[config.mk]
export PLATFORM = sky130hd
export DESIGN_NAME = flash_row_program_sequencer
export DESIGN_NICKNAME = d
export VERILOG_FILES = /design/src/flash_seq_pkg.sv /design/src/flash_row_program_sequencer.sv /design/src/op_timer.sv
export SDC_FILE = /design/constraint.sdc
export NUM_CORES = 1
export LEC_CHECK = 0
export ABC_CLOCK_PERIOD_IN_PS = 7300
export BUFFER_PORTS_ARGS = -buffer_cell sky130_fd_sc_hd__buf_4
export CORE_ASPECT_RATIO = 0.6
export CORE_MARGIN = 2
export CORE_UTILIZATION = 62
export DETAILED_ROUTE_END_ITERATION = 7
export PLACE_DENSITY = 0.79
export SKIP_LAST_GASP = 1
export SLEW_MARGIN = 20
export SYNTH_ARGS = -nofsm -noshare
export SYNTH_HDL_FRONTEND = slang
export SYNTH_HIERARCHICAL = 1
export SYNTH_SLANG_ARGS = --single-unit
[constraint.sdc]
create_clock -name clk -period 7.3 [get_ports clk]
set_input_delay 0.73 -clock clk [delete_from_list [all_inputs] [get_ports clk]]
set_output_delay 0.73 -clock clk [all_outputs]
set_load 0.03 [all_outputs]
[src/flash_seq_pkg.sv]
// Package for the flash row sequencer controller: offsets, fields, timing.
// Assumes a 100 MHz clock and a device reached over a simple register port.
package flash_seq_pkg;
    // Device register indices (device side word map)
    localparam logic [3:0] DEV_CTRL      = 4'h0;
    localparam logic [3:0] DEV_KEY       = 4'h1;
    localparam logic [3:0] DEV_PAGE      = 4'h2;
    localparam logic [3:0] DEV_OFFSET    = 4'h3;
    localparam logic [3:0] DEV_LATCH     = 4'h4;
    // Control field positions and values
    localparam int         START_BIT     = 15;
    localparam int         WRITE_ENABLE_BIT_BIT      = 14;
    localparam logic [15:0] CTRL_ERASE   = 16'h4041;
    localparam logic [15:0] CTRL_PROGRAM = 16'h4001;
    localparam logic [15:0] START_MASK   = 16'h8000;
    localparam logic [15:0] KEY_FIRST    = 16'h0055;
    localparam logic [15:0] KEY_SECOND   = 16'h00AA;
    // Row geometry
    localparam int         ROW_WORDS     = 32;
    localparam logic [5:0] ROW_LAST      = 6'h1F;
    // Own register map of the controller
    localparam logic [3:0] REG_CMD       = 4'h0;
    localparam logic [3:0] REG_PAGE      = 4'h1;
    localparam logic [3:0] REG_OFFSET    = 4'h2;
    localparam logic [3:0] REG_STATUS    = 4'h3;
    localparam logic [3:0] REG_DATA      = 4'h4;
    localparam logic [3:0] REG_INDEX     = 4'h5;
    localparam int         CMD_ERASE_BIT = 0;
    localparam int         CMD_PROG_BIT  = 1;
    // Timing: operation time and stall
    localparam int         OP_TIME_US    = 2000;
    localparam int         CLK_MHZ       = 100;
    localparam int         OP_CYCLES     = OP_TIME_US * CLK_MHZ;
    localparam int         CNT_W         = 20;
endpackage : flash_seq_pkg

[src/flash_row_program_sequencer.sv]
// Controller that drives the flash row sequencer over its register port.
// Assumes the device takes a one-cycle write strobe and that the latch
// data is pushed word by word to the latch register.
//
// Strobed register access and the register addresses are this design's own decisions.
`timescale 1ns/1ps
module flash_row_program_sequencer
    import flash_seq_pkg::*;
#(
    // Operation length in clock cycles; the default is the nominal 2 ms
    parameter logic [CNT_W-1:0] OP_LEN = CNT_W'(OP_CYCLES)
)
(
    // Clock, enable and reset
    input  wire logic        clk,
    input  wire logic        rstn,
    input  wire logic        clk_en,
    // Software port
    input  wire logic [3:0]  sw_addr,
    input  wire logic [15:0] sw_wdata,
    input  wire logic        sw_write,
    input  wire logic        sw_read,
    output logic      [15:0] sw_rdata,
    // Device register port
    output logic      [3:0]  dev_addr,
    output logic      [15:0] dev_wdata,
    output logic             dev_write,
    // Stall seen by the processor
    output logic             cpu_stall
);
    ////////////////////////////////////////////////////////////////////////////
    // Reset release
    logic [1:0] rst_sync;
    logic       rst_n;

    // Two-stage release of the asynchronous reset
    always_ff @(posedge clk or negedge rstn)
    begin
        if (!rstn)
        begin
            rst_sync <= 2'h0;
        end
        else
        begin
            rst_sync <= {rst_sync[0], 1'b1};
        end
    end
    assign rst_n = rst_sync[1];

    ////////////////////////////////////////////////////////////////////////////
    // State
    typedef enum logic [9:0]
    {
        ST_IDLE   = 10'h001,
        ST_LATCH  = 10'h002,
        ST_CTRL   = 10'h004,
        ST_PAGE   = 10'h008,
        ST_OFFSET = 10'h010,
        ST_KEY1   = 10'h020,
        ST_KEY2   = 10'h040,
        ST_START  = 10'h080,
        ST_GAP    = 10'h100,
        ST_WAIT   = 10'h200
    } seq_state_type;

    typedef struct packed
    {
        seq_state_type fsm;          // Sequencer position
        logic          is_prog;      // Current op is a program
        logic [15:0]   page;         // Row page address
        logic [15:0]   offset;       // In-page address
        logic [4:0]    wr_index;     // Image write pointer
        logic [5:0]    lat_index;    // Latch push counter
        logic [1:0]    gap;          // Idle cycles after start
        logic          start_flag;   // Mirror of the start bit
        logic          done_flag;    // Last operation finished
        logic [3:0]    dev_addr;
        logic [15:0]   dev_wdata;
        logic          dev_write;
        logic [15:0]   rdata;
    } ctrl_state_type;

    ctrl_state_type state;
    ctrl_state_type next_state;

    // Row image, one row of words
    logic [15:0] image [0:ROW_WORDS-1];

    logic timer_busy;
    logic timer_done;
    logic timer_start;

    // Device write helper, one strobe per call
    function automatic ctrl_state_type dev_put(input ctrl_state_type s,
                                               input logic [3:0] a,
                                               input logic [15:0] d);
        ctrl_state_type r;
        r           = s;
        r.dev_addr  = a;
        r.dev_wdata = d;
        r.dev_write = 1'b1;
        return r;
    endfunction : dev_put

    ////////////////////////////////////////////////////////////////////////////
    // Next state
    always_comb
    begin
        next_state           = state;
        next_state.dev_write = 1'b0;
        timer_start          = 1'b0;
        // Register reads answer in the next cycle
        if (sw_read)
        begin
            if (sw_addr == REG_PAGE)
                next_state.rdata = state.page;
            else if (sw_addr == REG_OFFSET)
                next_state.rdata = state.offset;
            else if (sw_addr == REG_STATUS)
                next_state.rdata = {state.start_flag, 13'h0000, state.done_flag,
                                    state.fsm != ST_IDLE};
            else if (sw_addr == REG_INDEX)
                next_state.rdata = {11'h000, state.wr_index};
            else
                next_state.rdata = 16'h0000;
        end
        // Software writes to addresses and image while idle only
        if (sw_write && state.fsm == ST_IDLE)
        begin
            if (sw_addr == REG_PAGE)
                next_state.page = sw_wdata;
            else if (sw_addr == REG_OFFSET)
                next_state.offset = sw_wdata;
            else if (sw_addr == REG_DATA)
                next_state.wr_index = state.wr_index + 5'h01;
            else if (sw_addr == REG_INDEX)
                next_state.wr_index = sw_wdata[4:0];
        end
        case (state.fsm)
            ST_IDLE:
            begin
                // Command picks erase or program; both bits set is ignored
                if (sw_write && sw_addr == REG_CMD &&
                    (sw_wdata[CMD_ERASE_BIT] ^ sw_wdata[CMD_PROG_BIT]))
                begin
                    next_state.is_prog   = sw_wdata[CMD_PROG_BIT];
                    next_state.done_flag = 1'b0;
                    next_state.lat_index = 6'h00;
                    next_state.fsm = sw_wdata[CMD_PROG_BIT] ? ST_LATCH : ST_CTRL;
                end
            end
            ST_LATCH:
            begin
                next_state = dev_put(next_state, DEV_LATCH, image[state.lat_index[4:0]]);
                if (state.lat_index == ROW_LAST)
                    next_state.fsm = ST_CTRL;
                next_state.lat_index = state.lat_index + 6'h01;
            end
            ST_CTRL:
            begin
                next_state     = dev_put(next_state, DEV_CTRL,
                                         state.is_prog ? CTRL_PROGRAM : CTRL_ERASE);
                next_state.fsm = state.is_prog ? ST_KEY1 : ST_PAGE;
            end
            ST_PAGE:
            begin
                next_state     = dev_put(next_state, DEV_PAGE, state.page);
                next_state.fsm = ST_OFFSET;
            end
            ST_OFFSET:
            begin
                next_state     = dev_put(next_state, DEV_OFFSET, state.offset);
                next_state.fsm = ST_KEY1;
            end
            ST_KEY1:
            begin
                // key, key, start back to back
                next_state     = dev_put(next_state, DEV_KEY, KEY_FIRST);
                next_state.fsm = ST_KEY2;
            end
            ST_KEY2:
            begin
                next_state     = dev_put(next_state, DEV_KEY, KEY_SECOND);
                next_state.fsm = ST_START;
            end
            ST_START:
            begin
                next_state = dev_put(next_state, DEV_CTRL,
                                     (state.is_prog ? CTRL_PROGRAM : CTRL_ERASE) | START_MASK);
                next_state.start_flag = 1'b1;
                next_state.gap        = 2'h0;
                timer_start           = 1'b1;
                next_state.fsm        = ST_GAP;
            end
            ST_GAP:
            begin
                next_state.gap = state.gap + 2'h1;
                if (state.gap == 2'h1)
                    next_state.fsm = ST_WAIT;
            end
            ST_WAIT:
            begin
                if (timer_done)
                begin
                    next_state.start_flag = 1'b0;
                    next_state.done_flag  = 1'b1;
                    next_state.fsm        = ST_IDLE;
                end
            end
            default:
            begin
                next_state.fsm = ST_IDLE;
            end
        endcase
    end

    // Registered state, frozen while the enable is low
    always_ff @(posedge clk or negedge rst_n)
    begin
        if (!rst_n)
        begin
            state     <= '0;
            state.fsm <= ST_IDLE;
        end
        else if (clk_en)
        begin
            state <= next_state;
        end
    end

    // Image store, written only while idle
    always_ff @(posedge clk)
    begin
        if (clk_en && sw_write && sw_addr == REG_DATA && state.fsm == ST_IDLE)
        begin
            image[state.wr_index] <= sw_wdata;
        end
    end

    ////////////////////////////////////////////////////////////////////////////
    // Timer and outputs
    op_timer #(.LIMIT(OP_LEN)) u_timer
    (
        .clk    (clk),
        .rst_n  (rst_n),
        .enable (clk_en),
        .start  (timer_start),
        .busy   (timer_busy),
        .done   (timer_done)
    );

    assign sw_rdata  = state.rdata;
    assign dev_addr  = state.dev_addr;
    assign dev_wdata = state.dev_wdata;
    assign dev_write = state.dev_write;
    assign cpu_stall = state.fsm == ST_START || state.fsm == ST_GAP ||
                       state.fsm == ST_WAIT;

    ////////////////////////////////////////////////////////////////////////////
    // Checks
    // key pair precedes start
    key_order_a: assert property (@(posedge clk) disable iff (!rst_n)
        $rose(state.fsm == ST_START) |-> $past(state.fsm) == ST_KEY2)
        else $error("start not preceded by second key");
    start_bit_a: assert property (@(posedge clk) disable iff (!rst_n)
        (state.dev_write && state.dev_addr == DEV_CTRL && state.start_flag &&
         $past(state.fsm) == ST_START) |-> state.dev_wdata[START_BIT] && state.dev_wdata[WRITE_ENABLE_BIT_BIT])
        else $error("start write lacks start or enable bit");
    stall_hold_a: assert property (@(posedge clk) disable iff (!rst_n)
        timer_busy |-> cpu_stall)
        else $error("stall released during operation");
    start_clear_a: assert property (@(posedge clk) disable iff (!rst_n)
        $fell(state.start_flag) |-> state.done_flag && state.fsm == ST_IDLE)
        else $error("start flag cleared without completion");
    erase_ctrl_a: assert property (@(posedge clk) disable iff (!rst_n)
        (state.dev_write && state.dev_addr == DEV_CTRL && !state.is_prog &&
         !state.start_flag) |-> state.dev_wdata == CTRL_ERASE)
        else $error("erase control value wrong");
    // timer stays busy for at least eight cycles after it starts
    op_len_a: assert property (@(posedge clk) disable iff (!rst_n)
        $rose(timer_busy) |-> timer_busy [*8])
        else $error("operation ended too early");
    gap_len_a: assert property (@(posedge clk) disable iff (!rst_n)
        (clk_en && state.fsm == ST_START) ##1 clk_en |=> state.fsm == ST_GAP)
        else $error("gap after start too short");
    // row push ends at last word
    row_len_a: assert property (@(posedge clk) disable iff (!rst_n)
        (state.fsm == ST_CTRL && $past(state.fsm) == ST_LATCH) |->
        state.lat_index == 6'h20)
        else $error("row push count wrong");
endmodule : flash_row_program_sequencer

[src/op_timer.sv]
// Operation timer: counts a fixed number of cycles after a start pulse.
// Assumes start is a single-cycle pulse; a new start restarts the count.
`timescale 1ns/1ps
module op_timer
    import flash_seq_pkg::*;
#(
    parameter logic [flash_seq_pkg::CNT_W-1:0] LIMIT = flash_seq_pkg::CNT_W'(flash_seq_pkg::OP_CYCLES)
)
(
    // Clock and reset
    input  wire logic clk,
    input  wire logic rst_n,
    input  wire logic enable,
    // Control
    input  wire logic start,
    output logic      busy,
    output logic      done
);
    // Whole state of the timer
    typedef struct packed
    {
        logic             busy;
        logic             done;
        logic [CNT_W-1:0] count;
    } timer_state_type;

    timer_state_type state;
    timer_state_type next_state;

    ////////////////////////////////////////////////////////////////////////////
    // Next state
    always_comb
    begin
        next_state      = state;
        next_state.done = 1'b0;
        if (start)
        begin
            // Restart from zero
            next_state.busy  = 1'b1;
            next_state.count = '0;
        end
        else if (state.busy)
        begin
            if (state.count == LIMIT - CNT_W'(1))
            begin
                next_state.busy = 1'b0;
                next_state.done = 1'b1;
            end
            else
            begin
                next_state.count = state.count + CNT_W'(1);
            end
        end
    end

    // Registered state, frozen while enable is low
    always_ff @(posedge clk or negedge rst_n)
    begin
        if (!rst_n)
        begin
            state <= '0;
        end
        else if (enable)
        begin
            state <= next_state;
        end
    end

    assign busy = state.busy;
    assign done = state.done;
endmodule : op_timer
### After elaboration in Yosys (flattened, before gate mapping)

Memories as Yosys holds them, arrays and structs flattened.
Cells that the tools add are included.

| storage, ports and cells | value |
|---|---|
| output and inout bits | 38 |
| RAM bits | 512 |
| logic and storage cells | 108 |
| memories | 1 |
| input port bits | 25 |
| register bits | 119 |

| operators by class | value |
|---|---|
| bitwise logic cells | 3 |
| reductions and logical operators | 27 |
| multiplexer cells | 32 |
| equality and inequality tests | 24 |
| $add $sub $neg | 4 |

Memory list:

| memory | words | width | rd ports | clocked after memory_dff | wr ports | RTL line | text |
|---|---|---|---|---|---|---|---|
| image | 32 | 16 | 1 | 0 | 1 | flash_row_program_sequencer.sv:87 | `logic [15:0] image [0:ROW_WORDS-1];` |

Operators by type and width:

| cell | count |
|---|---|
| $pmux W37 S7 | 1 |
| $pmux W10 S10 | 1 |
| $mux W16 | 4 |
| $mux W20 | 2 |
| $mux W10 | 3 |
| $mux W22 | 1 |
| $add A20 B1 Y20 const B | 1 |
| $eq A20 B18 Y1 const B | 1 |
| $mux W5 | 3 |
| $reduce_and A3 Y1 | 5 |
| $mux W6 | 2 |
| $pmux W6 S2 | 1 |
| $reduce_bool A2 Y1 | 6 |
| $mux W11 | 1 |
| $eq A10 B1 Y1 const B | 1 |
| $eq A10 B10 Y1 const B | 1 |
| $eq A10 B2 Y1 const B | 1 |
| $eq A10 B3 Y1 const B | 1 |
| $eq A10 B4 Y1 const B | 1 |
| $eq A10 B5 Y1 const B | 1 |
| $eq A10 B6 Y1 const B | 1 |
| $eq A10 B7 Y1 const B | 1 |
| $eq A10 B8 Y1 const B | 1 |
| $eq A10 B9 Y1 const B | 1 |
| other kinds (26) | 48 |

### Depth between registers and ports, before layout

Gate-level depths: netlist (run 1).

| logic depth | value |
|---|---|
| word-level depth | 7 |
| gate-level depth with buffers | 12 |
| mapped depth without buffers | 8 |

### By module

The synthesis (run 1) kept the hierarchy.

Modules (own cells, without submodules):

| module | area an instance (um2) | cells an instance | seq. area each (um2) | instances |
|---|---|---|---|---|
| flash_row_program_sequencer | 24717.5 | 1376 | 17778.3 | 1 |
| op_timer | 1461.4 | 168 | 550.5 | 1 |

### Worst setup path after synthesis (run 1)

Ideal clock, no wire load.

| path | value |
|---|---|
| path type | input to register |
| start | input port clk_en |
| end | memory image[29][0] (enable) |
| setup slack | 4.310 ns |
| setup time | 0.388 ns |
| stages | 6 |
| data required time | 6.912 ns |
| data arrival time | 2.601 ns |
| buffers on the path | 1 |
| cell sequence | clkbuf_1 -> nor4bb_1 -> nand4_1 -> nor3_1 -> nand2_1 -> nor2_1 |

| on the way | value |
|---|---|
| word-level cells in the longest chain between the ends | 5 |

Ends and longest elaborated chain:

| item | RTL line | text |
|---|---|---|
| start, declared | flash_row_program_sequencer.sv:17 | `input wire logic clk_en,` |
| $logic_and A1 B1 Y1 (3 in a row) | flash_row_program_sequencer.sv:234 | `if (clk_en && sw_write && sw_addr == REG_DATA && state.fsm == ST_IDLE)` |
| $mux W1 | flash_row_program_sequencer.sv:234 |  |
| $mux W1 (implied by the code) | flash_row_program_sequencer.sv:236 | `image[state.wr_index] <= sw_wdata;` |
| end, declared | flash_row_program_sequencer.sv:87 |  |

No other way between the ends.

### Worst setup path in the final report (run 1)

| path | value |
|---|---|
| start | register state[89] in the netlist's numbering |
| end | memory image[24][10] (enable) |

| on the way | value |
|---|---|
| word-level cells in the longest chain between the ends | 4 |

Ends and longest elaborated chain:

| item | RTL line | text |
|---|---|---|
| start, declared | flash_row_program_sequencer.sv:83 | `ctrl_state_type state;` |
| start signal, assigned | flash_row_program_sequencer.sv:227 | `state <= next_state;` |
| $eq A10 B1 Y1 | flash_row_program_sequencer.sv:234 |  |
| $logic_and A1 B1 Y1 | flash_row_program_sequencer.sv:234 |  |
| $mux W1 | flash_row_program_sequencer.sv:234 |  |
| $mux W1 (implied by the code) | flash_row_program_sequencer.sv:236 |  |

No other way between the ends.

==> metrics.md, run 1 <==
| Metric | Value |
|---|---|
| Ports | 63 |
| Sequential area share after synthesis | 70.01% |
| Crit. Startpoint | state[89] |
| Area after detailed placement | 27020 sq um |
| DRT Pass-1 Iters | 6 |
| Yosys warning count | 6 |
| Hold WS | 346.5 ps |
| #FFs+latches synth | 630 |
| PwrDens | 285.8 nW/um^2 |
| Worst R2R End | image[24][10] |
| Mapped Cells | 1544 |
| Flop-to-flop setup slack | 3240 ps |
| Worst slew margin | 21.50% |
| # setup viols final | 0 |
| Hold Fails Final Rpt | 0 |
| DIE AREA | 43940 sq um |
| Max-cap violations | 0 |
| CTS Buf Count | 53 |
| Ys async rst share | 18.73% |
| Post-layout nets | 1612 |
| Critical Path End Type | register |
| DRC viols | 0 |
| CTS clk-pin slew, worst paths | 70 ps |
| Share of cells above drive strength 1 | 24.04% |
| Die X | 269.3 microns |
| PortBufs | 61 |
| Outcome | complete, no violations |
| Max FO, Critical Path | 12 |
| Initial core utilization | 62.63% |
| 1st-iter DRT viols | 2715 |
| CTS tree | built |
| Post-synthesis net count | 1576 |
| Hpwl dp | 40.16 mm |
| Fmax | 246.3 MHz |
| Root Buffer | clkbuf_16 |
| GR Overflow Total | 0 |
| Critical Path Sink | image[24][10] |
| CTS Sinks | 630 |
| CP required | 7600 ps |
| Setup Skew | 18.22 ps |
| Max Slew Vio Count | 0 |
| Multi-input gate area | 7049 sq um |
| Crit Path Class | register to register |
| Worst-margin pin slew | 1168 ps |
| Number of synthesized flops with an enable pin | 512 |
| PnR Total Power | 0.008204 W |
| Syn avg cell area | 16.96 sq um |
| RePlAce Congestion | 0.9069 |
| Initial antenna violation count | 0 |
| Main synth FF type | edfxtp_1 |
| Final min period | 4060 ps |
| Fin crit share | 55.61% |
| Pin count of the biggest net entering global routing | 72 |
| Fin Setup TNS | 0 ps |
| FF/Latch Area | 18340 sq um |
| Synthesized area | 26180 sq um |
| Max clock buf depth | 3 |
| Final instance area | 28710 sq um |
| Arrival @ worst endpoint | 4360 ps |
| Worst reg2reg path depth | 6 |
| Tot GR Track Use | 29.79% |
| Worst skew pair latency | 600 ps |
| Avg WL per Cell | 29.59 microns |
| Max VDD drop | 0.2370 mV |
| CP startpoint kind | register |
| Worst Hold Class | register to asynchronous set/reset pin |
| Number of global-route vias before repair | 14740 |
| Synth cell types | 77 |
| Antenna Cells | 0 |
| First-pass GRT wire length | 96.32 mm |
| H-tree lvl count | 2 |
| DRT antenna net count | 0 |
| Via count | 15210 |
| RSZ-0062 raised after global routing | false |
| Filler cells | 2624 |
| Die height | 163.2 microns |
| Postcts setup bufs | 0 |
| R2R Path Start | state[89] |
| FP Rows | 58 |
| Area growth syn-to-layout | 9.669% |
| LEAKAGE | 9.818 nW |
| Vias per cell | 6.937 |
| Core Area | 41800 sq um |
| Drt total wl | 64.86 mm |
[sequential cells by signal, indices dropped and copies added (netlist names)]
| signal | flops |
|---|---|
| image | 512 |
| u_timer/done | 1 |
| sw_rdata | 16 |
| rst_sync | 2 |
| u_timer/state | 20 |
| u_timer/busy | 1 |
| dev_write | 1 |
| dev_wdata | 16 |
| dev_addr | 3 |
| state | 58 |
[per-stage QoR]
stage / std cells / setup slack (ps) / util (%)
after global routing: 2192 / 3027 / 68.68
after global placement: 2094 / 3338 / 64.63
after detailed placement: 2094 / 3249 / 64.65
after CTS: 2192 / 3391 / 68.68
final: 2192 / 3240 / 68.68
after floorplan: 1544 / 3771 / -
[critical path, cell delays in order, from the launching register on]
cell	delay, ps
dfrtp_1	520
nor3_1	700
nand4_1	460
nor3_1	540
nand2_1	320
nor2_1	860
buf_4	350
[final cells by class]
type,instances,area share (%)
inverters,32,0.4184
clock buffers,69,4.938
repair buffers,107,2.807
well taps,570,2.484
multi-input cells,756,24.55
clock inverters,28,0.9065
flip-flops and latches,630,63.89
[where the power goes]
group          switching [W]  total [W]  internal [W]
clock                0.00127    0.00279       0.00151
sequential          0.000235    0.00428       0.00404
combinational       0.000679    0.00114      0.000458
total                0.00219    0.00820       0.00602
[metal layers]
layer	vias to the layer above	global-route usage, %	wire (microns)
met4	0	7.652	1571
met5	-	0	0
li1	6192	-	-
met1	7772	45.23	25450
met2	1121	44.04	29080
met3	121	7.365	8757
[worst min path at each step]
| stage | endpoint | slack [ps] | depth (start not counted) |
|---|---|---|---|
| 2_1_floorplan | rst_sync[1] | 330 | 0 |
| 3_3_place_gp | rst_sync[1] | 340 | 0 |
| 3_5_place_dp | rst_sync[1] | 350 | 0 |
| 4_1_cts | rst_sync[1] | 360 | 0 |
| 5_1_grt | rst_sync[1] | 370 | 0 |
| 6_report | state[61] | 350 | 0 |
[placed cells by master, fill, tap and decap left out, types with 9 or more instances in the layout]
cell | Yosys | routed
a22o_1 | 14 | 14
inv_1 | 32 | 32
nand2_1 | 85 | 85
a21oi_1 | 30 | 30
nand4_1 | 20 | 20
nor4_1 | 14 | 10
dfrtp_1 | 117 | 113
mux4_2 | 126 | 126
buf_4 | 43 | 106
a22oi_1 | 35 | 35
nor2_1 | 80 | 78
mux2i_1 | 15 | 15
a221oi_1 | 16 | 16
nor2b_1 | 16 | 14
a31oi_1 | 20 | 20
clkinv_1 | 0 | 13
o21ai_0 | 26 | 26
edfxtp_1 | 512 | 512
o22ai_1 | 9 | 9
clkbuf_16 | 0 | 54
nor3_1 | 15 | 15
mux2_2 | 53 | 53
nand3_1 | 25 | 25
clkbuf_1 | 42 | 14
[Yosys cell counts (all sizes together) (15+ instances only)]
library cell,number,area [sq um]
nand3,25,125.1
nor4,18,137.6
dfrtp,117,2928
edfxtp,512,15370
clkbuf,43,162.7
a21oi,30,150.1
nor2,80,300.3
mux2i,15,150.1
nand2,85,319.1
inv,32,120.1
nor2b,16,100.1
a22oi,35,262.8
mux2,53,596.8
nor3,16,85.08
o21ai,33,165.2
mux4,126,2838
buf,83,553.0
nand4,20,125.1
a221oi,16,140.1
a31oi,21,146.4
[logic make-up (layout without fill, tap and decap cells)]
group,count (synthesis),count (layout),synth area share (%)
xor+xnor,6,6,0.2008
flops,630,630,70.01
simple gates,330,330,6.591
compound gates,217,217,5.946
other cells,2,2,0.02869
buf+inv,158,236,3.193
fa+ha+maj,7,7,0.3345
mux,194,194,13.69
[repair_timing]
action	4_1_cts	5_1_grt
gates resized for setup	0	0
endpoints found under the hold margin	2	0
hold buffers	1	0
setup endpoints to repair	0	0
Note: power is estimated with default switching activity, not from simulation.
==> inputs of run 2 (changes only) <==
Settings changed: ABC_CLOCK_PERIOD_IN_PS 7300 to 4000.
Clock period 7.3 ns to 4 ns, I/O delays scaled along.
==> metrics.md, run 2 (synthesis gave the netlist of run 1 again) <==
| Metric | Value |
|---|---|
| Max FO, Critical Path | 19 |
| Setup Skew | 20.80 ps |
| Fin crit share | 87.42% |
| Hold Fails Final Rpt | 0 |
| Final worst setup slack | 503.1 ps |
| # setup viols final | 0 |
| LEAKAGE | 9.967 nW |
| 1st-iter DRT viols | 2218 |
| Drt total wl | 62.34 mm |
| Critical Path End Type | register |
| Non-Filler Instances | 2212 |
| Root Buffer | clkbuf_16 |
| H-tree lvl count | 2 |
| Die X | 269.3 microns |
| CP required | 4400 ps |
| Fin Setup TNS | 0 ps |
| PortBufs | 61 |
| Worst-margin pin slew | 1144 ps |
| Worst Hold Class | input port to asynchronous set/reset pin |
| Worst slew margin | 23.13% |
| Worst reg2reg path depth | 5 |
| Max clock buf depth | 3 |
| Initial antenna violation count | 0 |
| Hpwl dp | 39.40 mm |
| FP Rows | 58 |
| Share of cells above drive strength 1 | 25.15% |
| DRT Pass-1 Iters | 5 |
| Fmax | 286.0 MHz |
| DIE AREA | 43940 sq um |
| Number of global-route vias before repair | 14700 |
| Most common cell after layout, fill and taps aside | edfxtp_1 |
| Met2 wire len | 28.34 mm |
| Final min period | 3497 ps |
| CTS Sinks | 630 |
| Max stage delay cell, worst path | o211ai_2 |
| CTS Buf Count | 53 |
| Max Used Layer | met4 |
| Antenna Cells | 0 |
| DRC viols | 0 |
| Flop-to-flop setup slack | 500 ps |
| Largest Register | image |
| PwrDens | 518.2 nW/um^2 |
| CTS tree | built |
| Most frequent cells in the layout | 512 x edfxtp_1, 126 x mux4_2, 126 x buf_4 |
| Max reg flops | 512 |
| Final instance area | 28920 sq um |
| CP Cell Sequence | or3_1 > or3_1 > o211ai_2 > and2_1 > a31oi_1 |
| Die height | 163.2 microns |
| Pin count of the biggest net entering global routing | 87 |
| Area after detailed placement | 27210 sq um |
| Placed insts | 2117 |
| RePlAce Congestion | 0.8798 |
| Worst R2R End | dev_wdata[15] |
| Max Slew Vio Count | 0 |
| Arrival @ worst endpoint | 3900 ps |
| Max VDD drop | 0.4910 mV |
| Dpl ws | 684.9 ps |
| CP bufs+invs | 0 |
| Met1 wire length | 26.02 mm |
| Avg WL per Cell | 28.18 microns |
| Core Area | 41800 sq um |
| Slowest stage delay, CP | 790 ps |
| Crit Path Class | register to register |
| Largest registers | image x512, state x58, u_timer/state x20 |
| Met3 WL post-DR | 7.065 mm |
| DRT antenna net count | 0 |
| Filler cells | 2605 |
| Vias per cell | 6.777 |
| CTS clk-pin slew, worst paths | 70 ps |
| RSZ-0062 raised after global routing | false |
| Outcome | complete, no violations |
| CP top delay family | simple AND/OR/NAND/NOR gates |
| CP startpoint kind | register |
| Area growth syn-to-layout | 10.47% |
| Final core occ | 69.18% |
| R2R Path Start | state[94] |
| Postcts setup bufs | 0 |
| GR Overflow Total | 0 |
| Ports | 63 |
| Initial core utilization | 62.63% |
| CP most frequent cell | or3_1 |
| Post-layout nets | 1635 |
| Worst skew pair latency | 590 ps |
| Via count | 14990 |
| Max-cap violations | 0 |
| Tot GR Track Use | 28.93% |
| First-pass GRT wire length | 93.57 mm |
==> run 2: cell types whose count changed in the layout (fill, tap and decap cells not counted), sizes merged <==
cell,delta
buf,+23
clkbuf,-9
clkinv,+5
bufinv,+2
inv,-1
==> run 2: report_power, final <==
group          switching [W]  total [W]  internal [W]
logic                0.00116    0.00201      0.000848
registers           0.000458    0.00783       0.00738
clock network        0.00230    0.00514       0.00284
total                0.00392     0.0150        0.0111
==> run 2: routing by layer <==
| metal | up-vias | global-route usage, % |
|---|---|---|
| met5 | - | 0 |
| met4 | 0 | 5.808 |
| met3 | 80 | 5.778 |
| met2 | 902 | 43.33 |
| met1 | 7757 | 45.07 |
| li1 | 6252 | - |
==> run 2: through the flow <==
stage,hold slack (ps),power [W]
floorplan,104.4,0.009316
global placement,182.5,0.009853
detailed placement,182.9,0.009940
CTS,111.6,0.01500
global route,149.5,0.01546
finish,137.5,0.01499
==> run 2: layout make-up <==
cell class                 instances  area, sq um  share of cell area, %
sequential                       630        18340                  63.43
multi-input combinational        756         7032                  24.32
clock buffer                      60         1374                  4.751
timing repair buffer             130         1016                  3.513
tap                              570        713.2                  2.466
clock inverter                    34        320.3                  1.108
inverter                          32        120.1                 0.4153
==> run 2: how the worst max path moves through the flow <==
stage	startpoint	endpoint	cells past startpoint
finish	state[94]	dev_wdata[15]	5
global route	state[93]	dev_wdata[9]	5
CTS	state[93]	dev_wdata[15]	5
detailed placement	state[93]	dev_wdata[9]	5
global placement	state[94]	dev_wdata[13]	5
floorplan	rst_sync[1]	dev_addr[0]	0
==> run 2: what timing repair did <==
action | CTS | global route
hold endpoints to repair | 2 | 0
endpoints found under the setup margin | 0 | 0
resized for setup | 0 | 0
hold buffers | 1 | 0
